<file path="src/logic/keypad_pkg.sv">
/*
 keypad_pkg: constants, register map and state codes for the keypad
 parameter editor.
 Assumes a 100 MHz pclk and an APB master with 32-bit data.
*/
package keypad_pkg;
   // apb byte offsets
   localparam logic [7:0] ctrl_off = 8'h00;
   localparam logic [7:0] status_off = 8'h04;
   localparam logic [7:0] sel_off = 8'h08;
   localparam logic [7:0] value_off = 8'h0c;
   localparam logic [7:0] limit_off = 8'h10;
   localparam logic [7:0] nv_off = 8'h14;
   // ctrl bit positions
   localparam int ctrl_running_bit = 0;
   localparam int ctrl_fault_bit = 1;
   localparam int ctrl_fault_gone_bit = 2;
   localparam int ctrl_no_run_edit_bit = 3;
   localparam int ctrl_no_unit_bit = 4;
   localparam int ctrl_nv_done_bit = 5;
   // function numbers of note
   localparam logic [7:0] fn_prot_basic = 8'h10;
   localparam logic [7:0] fn_basic_lo = 8'h11;
   localparam logic [7:0] fn_basic_hi = 8'h3a;
   localparam logic [7:0] fn_prot_mode = 8'h50;
   localparam logic [7:0] fn_mode_lo = 8'h51;
   localparam logic [7:0] fn_mode_hi = 8'h8f;
   localparam logic [7:0] fn_fault = 8'h40;
   localparam logic [7:0] fn_save_check = 8'h9a;
   localparam logic [7:0] fn_all_save = 8'h9b;
   localparam logic [7:0] fn_monitor_first = 8'h01;
   // reset values and the fast step size
   localparam logic [7:0] fn_reset = 8'h01;
   localparam logic prot_reset = 1'b0;
   localparam logic [15:0] upper_reset = 16'hffff;
   localparam logic [15:0] fast_step = 16'h000a;
   // timing
   localparam int clk_hz = 100_000_000;
   localparam int save_ms = 1000;
   localparam int all_save_ms = 3000;
   localparam int save_cycles = clk_hz / 1000 * save_ms;
   localparam int all_save_cycles = clk_hz / 1000 * all_save_ms;

   typedef enum logic [2:0] {
      st_tens = 3'b000,
      st_units = 3'b001,
      st_edit = 3'b010,
      st_write = 3'b011,
      st_done = 3'b100,
      st_all_save = 3'b101
   } mode_type;
endpackage : keypad_pkg

</file>
<file path="src/logic/keypad_parameter_editor.sv">
/*
 keypad_parameter_editor: front-panel key interpreter for a drive.
 Holds function selection, edit value with clamping, protection flags,
 commit and all-save sequencing, and display state; registers over APB.
 Assumes key inputs are raw pins (synchronised here, one pulse per press
 made by edge detection) and that an outer store answers nv_req.
*/
// Implementation choices: register access over APB and the register offsets.
// Notes on behaviour
// - up/down step, saturate at parameter limits
// - fast only with up or down held
// - set writes edited value to storage
// - uncommitted edit lost; committed value stays valid
// - save indication, then done ~1 s, value
// - reset in edit returns to monitor number
// - reset after fault clears restores previous number
// - parameter 10 guards basic group 11-3a
// - parameter 50 guards mode group 51-8f
// - protection 0 blocks, 1 allows edits
// - both protections default to zero
// - tens change clears units digit
// - shift: tens, units, edit with indicators dark
// - running blocks edit of no-run parameters
// - modified uncommitted value flashes
// - commit stops flashing
// - fault blocks all parameter edits
// - 9b raised 0 to 1 saves all, ~3 s
// - after bulk save 9b returns to zero, 9a is left at one
// - odd-unit lamp for other or no unit
// - value and unit held until new function
// - after commit, indicator on units digit
module keypad_parameter_editor
   import keypad_pkg::*;
(
   // clock and reset
   input wire logic pclk,
   input wire logic presetn,
   // apb slave
   input wire logic psel,
   input wire logic penable,
   input wire logic pwrite,
   input wire logic [7:0] paddr,
   input wire logic [31:0] pwdata,
   output logic [31:0] prdata,
   output logic pready,
   output logic pslverr,
   // keys from panel pins, active high
   input wire logic key_up,
   input wire logic key_down,
   input wire logic key_fast,
   input wire logic key_shift,
   input wire logic key_set,
   input wire logic key_reset,
   // display
   output logic [7:0] function_number,
   output logic tens_lamp,
   output logic units_lamp,
   output logic [15:0] data_value,
   output logic data_flash,
   output logic show_saving,
   output logic show_done,
   output logic odd_unit_lamp,
   // nonvolatile store request
   output logic nv_req,
   output logic nv_all
);

   // key synchronisers
   logic [5:0] key_meta_reg;
   logic [5:0] key_sync_reg;
   logic [5:0] key_prev_reg;
   logic [5:0] press;
   always_ff @(posedge pclk or negedge presetn) begin
      if (!presetn) begin
         key_meta_reg <= 6'h00;
         key_sync_reg <= 6'h00;
         key_prev_reg <= 6'h00;
      end else begin
         key_meta_reg <= {key_reset, key_set, key_shift, key_fast,
                          key_down, key_up};
         key_sync_reg <= key_meta_reg;
         key_prev_reg <= key_sync_reg;
      end
   end
   assign press = key_sync_reg & ~key_prev_reg;
   logic up_p, down_p, shift_p, set_p, reset_p, fast_held;
   assign up_p = press[0];
   assign down_p = press[1];
   assign shift_p = press[3];
   assign set_p = press[4];
   assign reset_p = press[5];
   // fast alone does nothing; it only widens an up/down step
   assign fast_held = key_sync_reg[2] & (key_sync_reg[0] | key_sync_reg[1]);
   logic [15:0] step;
   assign step = fast_held ? fast_step : 16'h0001;

   // software-visible state, plus internal pre_fault_fn_reg and timer_reg
   logic [5:0] ctrl_reg;
   logic [15:0] lower_reg;
   logic [15:0] upper_reg;
   logic [15:0] nv_value_reg;
   logic [15:0] edit_reg;
   logic prot_basic_reg;
   logic prot_mode_reg;
   logic save_check_reg;
   logic all_save_reg;
   logic dirty_reg;
   mode_type mode_reg;
   logic [7:0] fn_reg;
   logic [7:0] monitor_fn_reg;
   logic [7:0] pre_fault_fn_reg;
   logic fault_seen_reg;
   logic [31:0] timer_reg;

   logic running, fault, fault_gone, no_run_edit;
   assign running = ctrl_reg[ctrl_running_bit];
   assign fault = ctrl_reg[ctrl_fault_bit];
   assign fault_gone = ctrl_reg[ctrl_fault_gone_bit];
   assign no_run_edit = ctrl_reg[ctrl_no_run_edit_bit];

   // edit permission
   logic in_basic, in_mode, is_prot, may_edit, is_monitor;
   assign in_basic = fn_reg >= fn_basic_lo && fn_reg <= fn_basic_hi;
   assign in_mode = fn_reg >= fn_mode_lo && fn_reg <= fn_mode_hi;
   assign is_prot = fn_reg == fn_prot_basic || fn_reg == fn_prot_mode;
   assign is_monitor = fn_reg[7:4] == 4'h0 || fn_reg[7:4] == 4'h4;
   always_comb begin
      may_edit = !is_monitor;
      if (fault)
         may_edit = 1'b0;
      if (in_basic && !prot_basic_reg)
         may_edit = 1'b0;
      if (in_mode && !prot_mode_reg)
         may_edit = 1'b0;
      if (running && no_run_edit)
         may_edit = 1'b0;
   end

   // apb access; zero wait states
   logic wr_en, rd_en;
   assign wr_en = psel && penable && pwrite;
   assign rd_en = psel && !penable && !pwrite;
   logic bad_addr;
   assign bad_addr = !(paddr == ctrl_off || paddr == status_off ||
                       paddr == sel_off || paddr == value_off ||
                       paddr == limit_off || paddr == nv_off);

   always_ff @(posedge pclk or negedge presetn) begin
      if (!presetn) begin
         ctrl_reg <= 6'h00;
         lower_reg <= 16'h0000;
         upper_reg <= upper_reset;
      end else if (wr_en && paddr == ctrl_off) begin
         ctrl_reg <= pwdata[5:0];
      end else if (wr_en && paddr == limit_off) begin
         lower_reg <= pwdata[15:0];
         upper_reg <= pwdata[31:16];
      end else begin
         ctrl_reg[ctrl_nv_done_bit] <= 1'b0;
      end
   end

   logic write_done;
   assign write_done = ctrl_reg[ctrl_nv_done_bit];

   always_ff @(posedge pclk or negedge presetn) begin
      if (!presetn) begin
         prdata <= 32'h0000_0000;
         pready <= 1'b0;
         pslverr <= 1'b0;
      end else begin
         pready <= psel && !penable;
         pslverr <= psel && !penable && bad_addr;
         if (rd_en) begin
            unique case (paddr)
               ctrl_off: prdata <= {26'h0, ctrl_reg};
               status_off: prdata <= {20'h0, fault_seen_reg,
                  save_check_reg, all_save_reg, prot_mode_reg,
                  prot_basic_reg, dirty_reg, 3'h0, mode_reg};
               sel_off: prdata <= {16'h0, monitor_fn_reg, fn_reg};
               value_off: prdata <= {16'h0, edit_reg};
               limit_off: prdata <= {upper_reg, lower_reg};
               nv_off: prdata <= {16'h0, nv_value_reg};
               default: prdata <= 32'h0000_0000;
            endcase
         end
      end
   end

   // value loaded when a function is chosen; software supplies it via
   // the value register, the edit copy is working storage only
   logic load_value;
   assign load_value = wr_en && paddr == value_off;

   // main sequencer
   always_ff @(posedge pclk or negedge presetn) begin
      if (!presetn) begin
         mode_reg <= st_tens;
         fn_reg <= fn_reset;
         monitor_fn_reg <= fn_reset;
         pre_fault_fn_reg <= fn_reset;
         fault_seen_reg <= 1'b0;
         edit_reg <= 16'h0000;
         nv_value_reg <= 16'h0000;
         dirty_reg <= 1'b0;
         prot_basic_reg <= prot_reset;
         prot_mode_reg <= prot_reset;
         save_check_reg <= 1'b0;
         all_save_reg <= 1'b0;
         timer_reg <= 32'h0;
         nv_req <= 1'b0;
         nv_all <= 1'b0;
      end else begin
         nv_req <= 1'b0;
         if (load_value) begin
            edit_reg <= pwdata[15:0];
            nv_value_reg <= pwdata[15:0];
            dirty_reg <= 1'b0;
         end
         if (fault && !fault_seen_reg) begin
            fault_seen_reg <= 1'b1;
            pre_fault_fn_reg <= fn_reg;
            fn_reg <= fn_fault;
            mode_reg <= st_units;
         end else if (reset_p && fault_seen_reg && fault_gone) begin
            fault_seen_reg <= 1'b0;
            fn_reg <= pre_fault_fn_reg;
            mode_reg <= st_units;
         end else if (reset_p && mode_reg == st_edit) begin
            fn_reg <= monitor_fn_reg;
            mode_reg <= st_units;
            edit_reg <= nv_value_reg;
            dirty_reg <= 1'b0;
         end else begin
            unique case (mode_reg)
               st_tens: begin
                  if (shift_p)
                     mode_reg <= st_units;
                  else if (up_p && fn_reg[7:4] != 4'h9)
                     fn_reg <= {fn_reg[7:4] + 4'h1, 4'h0};
                  else if (down_p && fn_reg[7:4] != 4'h0)
                     fn_reg <= {fn_reg[7:4] - 4'h1, 4'h0};
               end
               st_units: begin
                  if (shift_p)
                     mode_reg <= may_edit || is_prot ? st_edit : st_tens;
                  else if (up_p)
                     fn_reg[3:0] <= fn_reg[3:0] + 4'h1;
                  else if (down_p)
                     fn_reg[3:0] <= fn_reg[3:0] - 4'h1;
                  if (fn_reg[7:4] == 4'h0 && fn_reg[3:0] != 4'h0)
                     monitor_fn_reg <= fn_reg;
               end
               st_edit: begin
                  if (shift_p) begin
                     mode_reg <= st_tens;
                  end else if (is_prot && !fault && (up_p || down_p)) begin
                     if (fn_reg == fn_prot_basic)
                        prot_basic_reg <= up_p;
                     else
                        prot_mode_reg <= up_p;
                  end else if (fn_reg == fn_all_save && up_p &&
                               !all_save_reg && !fault) begin
                     all_save_reg <= 1'b1;
                     mode_reg <= st_all_save;
                     timer_reg <= 32'h0;
                     nv_req <= 1'b1;
                     nv_all <= 1'b1;
                  end else if (may_edit && up_p) begin
                     dirty_reg <= 1'b1;
                     edit_reg <= (upper_reg - edit_reg < step) ?
                        upper_reg : edit_reg + step;
                  end else if (may_edit && down_p) begin
                     dirty_reg <= 1'b1;
                     edit_reg <= (edit_reg - lower_reg < step) ?
                        lower_reg : edit_reg - step;
                  end else if (set_p && may_edit) begin
                     mode_reg <= st_write;
                     nv_req <= 1'b1;
                     nv_all <= 1'b0;
                  end
               end
               st_write: begin
                  if (write_done) begin
                     nv_value_reg <= edit_reg;
                     dirty_reg <= 1'b0;
                     timer_reg <= 32'h0;
                     mode_reg <= st_done;
                  end
               end
               st_done: begin
                  if (timer_reg == save_cycles - 1)
                     mode_reg <= st_units;
                  else
                     timer_reg <= timer_reg + 32'h1;
               end
               st_all_save: begin
                  if (timer_reg >= all_save_cycles - 1 && write_done) begin
                     save_check_reg <= 1'b0;
                     all_save_reg <= 1'b0;
                     dirty_reg <= 1'b0;
                     nv_value_reg <= edit_reg;
                     mode_reg <= st_edit;
                  end else if (timer_reg < all_save_cycles - 1) begin
                     timer_reg <= timer_reg + 32'h1;
                  end
                  if (write_done)
                     save_check_reg <= 1'b1;
               end
               default: mode_reg <= st_tens;
            endcase
         end
      end
   end

   // registered display outputs; value held until function changes
   always_ff @(posedge pclk or negedge presetn) begin
      if (!presetn) begin
         function_number <= fn_reset;
         tens_lamp <= 1'b0;
         units_lamp <= 1'b0;
         data_value <= 16'h0000;
         data_flash <= 1'b0;
         show_saving <= 1'b0;
         show_done <= 1'b0;
         odd_unit_lamp <= 1'b0;
      end else begin
         function_number <= fn_reg;
         tens_lamp <= mode_reg == st_tens;
         units_lamp <= mode_reg == st_units;
         data_value <= edit_reg;
         data_flash <= dirty_reg && mode_reg == st_edit;
         show_saving <= mode_reg == st_write || mode_reg == st_all_save;
         show_done <= mode_reg == st_done;
         odd_unit_lamp <= ctrl_reg[ctrl_no_unit_bit];
      end
   end

endmodule : keypad_parameter_editor

</file>
<file path="config.mk">
export PLATFORM = sky130hd
export DESIGN_NAME = keypad_parameter_editor
export DESIGN_NICKNAME = d
export VERILOG_FILES = /design/src/logic/keypad_pkg.sv /design/src/logic/keypad_parameter_editor.sv
export SDC_FILE = /design/constraint.sdc
export NUM_CORES = 1
export LEC_CHECK = 0
export ABC_AREA = 0
export BUFFER_PORTS_ARGS = -buffer_cell sky130_fd_sc_hd__buf_2
export CELL_PAD_IN_SITES_DETAIL_PLACEMENT = 1
export CELL_PAD_IN_SITES_GLOBAL_PLACEMENT = 1
export CORE_MARGIN = 1.5
export CORE_UTILIZATION = 45
export CTS_CLUSTER_SIZE = 40
export DETAILED_ROUTE_END_ITERATION = 7
export MAX_ROUTING_LAYER = met4
export PLACE_DENSITY_LB_ADDON = 0.1
export SLEW_MARGIN = 10
export SYNTH_ARGS = -nofsm -noshare
export SYNTH_HDL_FRONTEND = slang
export SYNTH_SLANG_ARGS = --single-unit
</file>
<file path="constraint.sdc">
create_clock -name pclk -period 8 [get_ports pclk]
set_clock_uncertainty 0.2 [all_clocks]
set_input_delay 1.6 -clock pclk [delete_from_list [all_inputs] [get_ports pclk]]
set_output_delay 1.6 -clock pclk [all_outputs]
set_load 0.02 [all_outputs]
</file>
==> results of run 1 <==
[cell families after synthesis]
family | Yosys count | synth area share (%)
and+or+nand+nor | 449 | 16.3
buffers and inverters | 161 | 4.96
muxes | 88 | 7.01
DFF | 218 | 41.0
adders and majority gates | 53 | 5.30
xor gates and xnor gates | 47 | 3.08
AOI/OAI and AO/OA | 438 | 22.3
[how the worst min path moves through the flow]
| stage | cells past startpoint | startpoint | end |
|---|---|---|---|
| finish | 0 | key_meta_reg[5] | key_sync_reg[5] |
| global placement | 0 | key_meta_reg[4] | key_sync_reg[4] |
| floorplan | 0 | key_meta_reg[0] | key_sync_reg[0] |
| detailed placement | 0 | key_meta_reg[5] | key_sync_reg[5] |
| CTS | 0 | key_meta_reg[5] | key_sync_reg[5] |
| global route | 0 | key_meta_reg[4] | key_sync_reg[4] |
[report_power, final]
part	switching [W]	internal, W
clock	0.000478	0.000776
sequential	0.000272	0.00125
combinational	0.00101	0.000573
[worst register-to-register path: cells and delay by family, from the launching register on]
| kind | cells | cell delay [ns] |
|---|---|---|
| buf+inv | 2 | 0.25 |
| fa+ha+maj | 2 | 0.60 |
| compound gates | 6 | 1.49 |
| simple gates | 2 | 1.65 |
| flops | 1 | 0.52 |
[through the flow]
stage                     setup slack (ns)  area (sq um)
after floorplan                       4.20         13400
after global placement                3.07         14200
after detailed placement              2.86         14200
after CTS                             3.29         15100
after global routing                  3.01         15100
final                                 3.21         15100
[layout by cell type, fill, tap and decap left out, types with 14 or more instances in the layout]
cell | synthesis | final
a21boi_0 | 18 | 18
a21o_1 | 23 | 23
a21oi_1 | 46 | 46
a22o_1 | 17 | 17
a311oi_1 | 17 | 17
a31oi_1 | 56 | 56
buf_2 | 21 | 115
clkbuf_16 | 0 | 26
dfrtp_1 | 198 | 198
dfstp_2 | 20 | 20
ha_1 | 47 | 47
inv_1 | 69 | 69
mux2_2 | 44 | 44
mux2i_1 | 44 | 44
nand2_1 | 166 | 166
nand3_1 | 30 | 30
nand4_1 | 36 | 36
nor2_1 | 86 | 85
nor2b_1 | 17 | 17
nor3_1 | 27 | 24
nor4_1 | 18 | 18
o211ai_1 | 38 | 38
o21a_1 | 14 | 14
o21ai_0 | 100 | 99
o22ai_1 | 14 | 14
o31ai_1 | 28 | 28
xnor2_1 | 33 | 33
xor2_1 | 14 | 14
[routing by layer]
metal / vias to the layer above / global-route usage (%)
met1: 6077 / 42.4
li1: 5480 / -
met5: - / -
met3: 93 / 3.94
met2: 389 / 44.8
met4: 0 / 10.1
[final cells by class]
type / instances / area (sq um)
inverter: 69 / 259
clock buffer: 35 / 704
tap: 384 / 480
multi-input combinational: 1075 / 7240
antenna: 1 / 2.50
timing repair buffer: 130 / 708
sequential: 218 / 5480
clock inverter: 10 / 189
fill: 3391 / 13900
==> impl_metrics.json, run 1 <==
{
  "hold_violations": 0,
  "ys_seq_area_share_pct": 41.0,
  "hp-class": "register to register",
  "period_needed_ns": 4.79,
  "ios": 117,
  "cts_root_buf": "clkbuf_16",
  "ctsHoldBuffers": 0,
  "layout-drive-gt1-share_pct": 16.3,
  "route.met2.wl_mm": 19.6,
  "crit_start": "edit_reg[0]",
  "path_delay_family": "simple AND/OR/NAND/NOR gates",
  "drt_iter0_drc": 886,
  "die-height_um": 175,
  "fin_crit_sh_pct": 59.8,
  "htree_levels": 1,
  "drt_first_pass_iters": 4,
  "wl_met3_mm": 2.69,
  "synth_edf_count": 0,
  "gr-usage-all-layers_pct": 30.1,
  "antenna_found_initial": 1,
  "p_per_area_nw_per_um2": 289,
  "worstPathMaxFanout": 17,
  "cts_resized": 0,
  "r2r-end": "edit_reg[3]",
  "remaining_drc_errors": 0,
  "crit_path_end_kind": "register",
  "place_inst": 1876,
  "syn_nets": 1558,
  "tightest_slew_ns": 1.21,
  "synth_area_leader_cell": "dfrtp_1",
  "highest_layer": "met4",
  "vias_per_cell": 6.26,
  "place_congestion": 0.921,
  "wl_met1_mm": 20.7,
  "path_cells": "inv_1 -> ha_1 -> inv_1 -> fa_1 -> a21o_1 -> a221oi_4 -> o211ai_1 -> a41o_1 -> nor4_4 -> and3_1 -> a311oi_1 -> a31oi_1",
  "insertion_delay_ns": 0.55,
  "setup_viol": 0,
  "rows": 62,
  "slowest_stage": "nor4_4",
  "synth_top_cell_area_share_pct": 37.1,
  "final_core_util_pct": 52.1,
  "synthMostInstantiatedCell": "dfrtp_1",
  "grt_pass1_vias": 12396,
  "post_cts.repair.setup_buffers": 0,
  "path_clk_slew_ns": 0.06,
  "outcome": "completed",
  "syn-cell-area_sq_um": 13400,
  "worstPathRequired_ns": 8.25,
  "ir_worst_vdd_v": 0.000137,
  "grt_pass1_wl_mm": 71.0,
  "fin_nets": 1624,
  "synth.distinct_cells": 75,
  "crit_end": "edit_reg[3]",
  "vias": 12039,
  "yosys-top-cells-count": "dfrtp_1, nand2_1, o21ai_0",
  "avgSynthCellArea_sq_um": 9.18,
  "cts.sinks": 218,
  "finalPower_w": 0.00435,
  "port_buffers": 116,
  "cp.buffers_inverters": 2,
  "fmax_mhz": 209,
  "path_common_cell": "inv_1",
  "cts_buffers": 26,
  "grt_max_degree": 135,
  "fin_tns_setup_ns": 0,
  "critPathArrivalTime_ns": 5.03,
  "netlist_instances": 1454,
  "cts_tree": "yes",
  "maxCapViolCount": 0,
  "synthTopCellsByArea": "dfrtp_1, nand2_1, ha_1",
  "core-area_sq_um": 28900,
  "synth-main-ff-cell": "dfrtp_1",
  "grt_overflow": 0,
  "crit_path_start_kind": "register",
  "dieArea_sq_um": 30700,
  "crit_type": "register to register",
  "areaGrowthSynthToFinish_pct": 12.8,
  "slew-limit-headroom_pct": 19.3,
  "slowest_delay_ns": 0.82,
  "r2r_slack_ns": 3.21,
  "cts_max_path_buffers": 3,
  "path_depth": 12,
  "yosysWarnings": 0,
  "initial_core_util_pct": 46.1,
  "synthArstFlopShare_pct": 100,
  "drv_slew": 0,
  "die_w_um": 175,
  "wl_mm": 44.5,
  "postRouteAntennaNets": 0,
  "reg2reg_depth": 12,
  "dp_hpwl_mm": 31.3,
  "synth_seq_cells": 218,
  "rsz0062_at_grt": "false",
  "power_leakage_nw": 6.66,
  "reg2reg_from": "edit_reg[0]",
  "wl_per_cell_um": 23.2,
  "final-instance-count-excl-fill": 1922,
  "holdWs_ns": 0.150
}
(Power assumes the default switching activity.)
==> run 2, diff against run 1 <==
Settings changed: CORE_UTILIZATION 45 to 42.
Clock period 8 ns to 4.3 ns, I/O delays scaled along.
==> run 2 against run 1 <==
Net effect:
- cell count up 3.4%
- fmax up 19%
- die area up 7.0%
- critical path depth down 2
- critical path type unchanged
- largest power group unchanged
==> impl_metrics.json, run 2 (synthesis gave the netlist of run 1 again) <==
{
  "fin_tns_setup_ns": 0,
  "grt_pass1_vias": 12604,
  "seq_area_sq_um": 5480,
  "slowest_stage": "nor4_1",
  "cts_root_buf": "clkbuf_16",
  "mostFrequentLayoutCell": "dfrtp_1",
  "core-area_sq_um": 31400,
  "intPower_w": 0.00497,
  "worstPathMaxFanout": 16,
  "remaining_drc_errors": 0,
  "areaGrowthSynthToFinish_pct": 15.8,
  "dp_hpwl_mm": 33.8,
  "wl_mm": 46.1,
  "rows": 65,
  "antenna_cells": 0,
  "finalPower_w": 0.00839,
  "slew-limit-headroom_pct": 17.2,
  "die_w_um": 181,
  "layout-drive-gt1-share_pct": 19.1,
  "path_clk_slew_ns": 0.06,
  "cts_tree": "yes",
  "p_sw_share_pct": 40.8,
  "initial_core_util_pct": 42.5,
  "critPathArrivalTime_ns": 4.24,
  "hp-class": "register to register",
  "port_buffers": 116,
  "path_cells": "inv_1 -> fa_1 -> a211oi_1 -> o21bai_1 -> a211oi_2 -> o21ai_0 -> xor2_1 -> or2_1 -> nor4_1 -> o31ai_2",
  "dieArea_sq_um": 32900,
  "cts.sinks": 218,
  "crit_path_start_kind": "register",
  "whs_path_depth": 0,
  "switchingPower_w": 0.00343,
  "cts_max_path_buffers": 3,
  "cts_resized": 0,
  "drt_iter0_drc": 642,
  "crit_type": "register to register",
  "multi_input_area_sq_um": 7240,
  "final_cell_mix": "dfrtp_1, nand2_1, buf_2, o21ai_0, nor2_1",
  "ios": 117,
  "ir_worst_vdd_v": 0.000327,
  "fmax_mhz": 248,
  "power_leakage_nw": 6.90,
  "period_needed_ns": 4.04,
  "reg2reg_depth": 10,
  "die-height_um": 181,
  "p_comb_share_pct": 40.5,
  "drt_first_pass_iters": 4,
  "ctsHoldBuffers": 0,
  "maxCapViolCount": 0,
  "outcome": "completed",
  "htree_levels": 1,
  "rsz0062_at_grt": "false",
  "slowest_delay_ns": 0.58,
  "tightest_slew_ns": 1.24,
  "setup_viol": 0,
  "fillers": 3651,
  "grt_max_degree": 101,
  "place_congestion": 1.02,
  "p_per_area_nw_per_um2": 543,
  "vias": 12030,
  "grt_overflow": 0,
  "hold_violations": 0,
  "insertion_delay_ns": 0.54,
  "final_core_util_pct": 49.3,
  "vias_per_cell": 6.05,
  "layout_setup_ws_ns": 0.263,
  "postRouteAntennaNets": 0,
  "p_clk_share_pct": 28.1,
  "seqPwrFrac_pct": 31.4,
  "grt_pass1_wl_mm": 72.7,
  "gr-usage-all-layers_pct": 29.0,
  "drv_slew": 0,
  "fin_crit_sh_pct": 93.9,
  "crit_path_end_kind": "register",
  "place_ws_ns": 0.373,
  "fin_nets": 1669,
  "antenna_found_initial": 0,
  "worstPathRequired_ns": 4.51,
  "post_cts.repair.setup_buffers": 0,
  "wl_per_cell_um": 23.2,
  "cts_buffers": 26
}
run 2: changes by cell type in the layout (fill, tap and decap cells not counted), sizes merged:
cell	delta
clkinv	+6
clkbuf	-1
diode	-1
bufinv	-2
buf	+45
run 2: routing by layer:
layer	part of all wire [%]	up-vias	track usage [%]
met1	46	6127	37.8
li1	-	5571	-
met5	0	-	-
met4	3.4	0	9.80
met3	3.2	89	2.86
met2	48	243	47.4
run 2: cell type report:
type,count,share of cell area [%]
clock buffers,34,4.86
flip-flops and latches,218,35.4
repair buffers,175,6.92
inverters,69,1.67
clock inverters,14,1.05
multi-input cells,1075,46.8
well taps,402,3.25
run 2: final timing paths:
check / start / endpoint / slack [ns]
setup / recovery: edit_reg[1] / edit_reg[15] / 0.26
hold / removal: key_meta_reg[5] / key_sync_reg[5] / 0.15
setup reg to reg: edit_reg[1] / edit_reg[15] / 0.26
hold reg to reg: key_meta_reg[5] / key_sync_reg[5] / 0.15
max in group asynchronous: presetn / prdata[7] / 2.84
min in group asynchronous: presetn / prdata[27] / 0.16
run 2: power groups by stage:
stage | Sequential (W) | Combinational, W | Clock (W)
global placement | 0.00266 | 0.00329 | 0
finish | 0.00264 | 0.00340 | 0.00235
detailed placement | 0.00267 | 0.00335 | 0
global route | 0.00267 | 0.00371 | 0.00248
floorplan | 0.00264 | 0.00213 | 0
CTS | 0.00264 | 0.00338 | 0.00240
run 2: worst max-delay path: cells and delay by family (launching register included):
kind	cells	cell delay, ns
AO/OA/AOI/OAI	5	1.20
AND/OR/NAND/NOR	2	1.04
flip-flops	1	0.55
adder cells (fa/ha/maj)	1	0.50
buffers and inverters	1	0.22
XOR/XNOR	1	0.17
run 2: per-stage QoR:
| stage | hold WS, ns | instances | cell area, sq um |
|---|---|---|---|
| after detailed placement | 0.136 | 1939 | 14600 |
| final | 0.147 | 1987 | 15500 |
| after floorplan | 0.131 | 1454 | 13400 |
| after global routing | 0.152 | 1987 | 15500 |
| after global placement | 0.131 | 1939 | 14600 |
| after CTS | 0.150 | 1987 | 15500 |
==> run 3, diff against run 2 <==
Settings changed: ABC_AREA 0 to 1, CORE_UTILIZATION 42 to 40.
==> run 3 against run 2 <==
Net effect:
- the flow now finishes with violations (design-rule violations)
- non-clock buffer count down 25
- sequential share of layout area is 2.6 points lower
- clock power rose by 7%
- combinational power rose by 43%
- cell count grew 34%
- utilization decreased by 2.5 points
- sequential power up 3%
- synthesized cell count increased by 42%
- wire length up 20%
- final area grew 8.1%
- highest routed layer unchanged
==> impl_metrics.json, run 3 <==
{
  "worstPathMaxFanout": 17,
  "slew-limit-headroom_pct": 33.9,
  "syn-cell-area_sq_um": 14600,
  "insertion_delay_ns": 0.56,
  "maxCapViolCount": 0,
  "layout_setup_ws_ns": 0.523,
  "areaGrowthSynthToFinish_pct": 14.5,
  "netlist_instances": 2065,
  "initial_core_util_pct": 40.9,
  "vias_per_cell": 5.54,
  "gr-usage-all-layers_pct": 30.6,
  "power_leakage_nw": 8.08,
  "violations": "design-rule violations",
  "wl_per_cell_um": 20.8,
  "worstPathRequired_ns": 4.58,
  "synth_top_cell_area_share_pct": 33.9,
  "grt_max_degree": 84,
  "cts_root_buf": "clkbuf_16",
  "die-height_um": 194,
  "ys_seq_area_share_pct": 37.5,
  "htree_levels": 1,
  "cts_resized": 0,
  "wl_mm": 55.3,
  "core-area_sq_um": 35700,
  "slowest_delay_ns": 0.53,
  "vias": 14738,
  "ir_worst_vdd_v": 0.000296,
  "hold_violations": 0,
  "outcome": "complete, but fails checks",
  "post_cts.repair.setup_buffers": 0,
  "drv_slew": 0,
  "setup_viol": 0,
  "drt_first_pass_iters": 8,
  "fmax_mhz": 265,
  "reg2reg_depth": 17,
  "critPathArrivalTime_ns": 4.05,
  "die_w_um": 194,
  "fin_nets": 2282,
  "rows": 69,
  "layout-drive-gt1-share_pct": 13.3,
  "cts_tree": "yes",
  "p_per_area_nw_per_um2": 605,
  "port_buffers": 116,
  "period_needed_ns": 3.78,
  "yosysWarnings": 0,
  "cts_buffers": 27,
  "yosys-top-cells-count": "nand2_1, inv_1, nor2_1",
  "final-instance-count-excl-fill": 2658,
  "synth_seq_cells": 218,
  "avgSynthCellArea_sq_um": 7.07,
  "antenna_cells": 0,
  "hp-class": "input pin to asynchronous set/reset pin",
  "path_depth": 17,
  "final_core_util_pct": 46.8,
  "crit_path_end_kind": "register",
  "final_cell_mix": "nand2_1, inv_1, nor2_1, dfrtp_1, o21ai_0",
  "fin_crit_sh_pct": 87.8,
  "path_cells": "clkinv_1 -> ha_1 -> a21oi_1 -> nand2_1 -> a21oi_1 -> nand2_1 -> nand2_1 -> nand2_1 -> inv_1 -> nand3_1 -> nor2_4 -> nand2_4 -> nand2_1 -> nand3_1 -> nand3_1 -> nand2_1 -> a21oi_1",
  "ios": 117,
  "cp.buffers_inverters": 2,
  "antenna_found_initial": 0,
  "mostFrequentLayoutCell": "nand2_1",
  "grt_pass1_vias": 15223,
  "path_delay_family": "simple AND/OR/NAND/NOR gates",
  "ctsHoldBuffers": 0,
  "slowest_stage": "dfrtp_1",
  "syn_nets": 2169,
  "synth-main-ff-cell": "dfrtp_1",
  "cts_max_path_buffers": 3,
  "cts.sinks": 218,
  "synthMostInstantiatedCell": "nand2_1",
  "synth_area_leader_cell": "dfrtp_1",
  "fin_tns_setup_ns": 0,
  "tightest_slew_ns": 0.988,
  "holdWs_ns": 0.0666,
  "dp_hpwl_mm": 42.6,
  "synth_edf_count": 0,
  "dieArea_sq_um": 37700,
  "synth.distinct_cells": 51,
  "place_congestion": 0.950,
  "crit_type": "register to register",
  "drt_iter0_drc": 910,
  "place_ws_ns": 0.528,
  "remaining_drc_errors": 4,
  "path_clk_slew_ns": 0.06,
  "grt_pass1_wl_mm": 87.9,
  "synthTopCellsByArea": "dfrtp_1, nand2_1, inv_1",
  "rsz0062_at_grt": "false",
  "path_common_cell": "nand2_1",
  "synthArstFlopShare_pct": 100,
  "postRouteAntennaNets": 0,
  "place_inst": 2610,
  "grt_overflow": 0,
  "crit_path_start_kind": "register"
}
==> run 3: report_power, final <==
| part | internal (W) | switching (W) | leakage [nW] | total [W] |
|---|---|---|---|---|
| clock network | 0.00154 | 0.000974 | 0.465 | 0.00251 |
| registers | 0.00241 | 0.000322 | 2.75 | 0.00273 |
| logic | 0.00149 | 0.00338 | 4.87 | 0.00487 |
==> run 3: worst reg2reg max path: stages, from the launching register on <==
cell and delay (ns):
dfrtp_1 0.53, clkinv_1 0.45, ha_1 0.51, a21oi_1 0.25, nand2_1 0.10, a21oi_1 0.17
nand2_1 0.07, nand2_1 0.05, nand2_1 0.05, inv_1 0.06, nand3_1 0.14, nor2_4 0.39
nand2_4 0.24, nand2_1 0.12, nand3_1 0.10, nand3_1 0.11, nand2_1 0.05, a21oi_1 0.12
==> run 3: routing by layer <==
metal	track usage (%)	wire (um)
met4	9.81	1710
met5	-	0
met1	39.6	24600
met2	50.4	26500
met3	2.99	2510
==> run 3: final timing paths <==
kind | start | end | slack (ns)
min in group pclk | key_meta_reg[4] | key_sync_reg[4] | 0.15
worst min-delay path | presetn | timer_reg[5] | 0.07
worst max register to register | edit_reg[9] | edit_reg[12] | 0.52
worst max-delay path | edit_reg[9] | edit_reg[12] | 0.52
max in group asynchronous | presetn | upper_reg[0] | 2.79
worst min register to register | key_meta_reg[4] | key_sync_reg[4] | 0.15
==> run 3: logic make-up (layout without fill, tap and decap cells) <==
family                     count (synthesis)  in the layout  synth area share (%)
and+or+nand+nor                         1016           1016                  30.6
DFF                                      218            218                  37.5
adders and majority gates                 53             53                  4.85
xor gates and xnor gates                  49             49                  2.94
buffers and inverters                    354            486                  9.59
AOI/OAI and AO/OA                        375            375                  14.5
==> run 3: stage by stage <==
stage / power (W) / cell area, sq um
finish: 0.0101 / 16700
global route: 0.0109 / 16700
CTS: 0.0102 / 16700
detailed placement: 0.00758 / 15700
global placement: 0.00747 / 15700
floorplan: 0.00603 / 14600
==> run 3: cell type report <==
cell class                      instances  area [sq um]
Multi-Input combinational cell       1493          7730
Inverter                              288          1080
Timing Repair Buffer                  150           871
Tap cell                              461           577
Fill cell                            4613         19000
Clock buffer                           30           697
Sequential cell                       218          5480
Clock inverter                         18           274
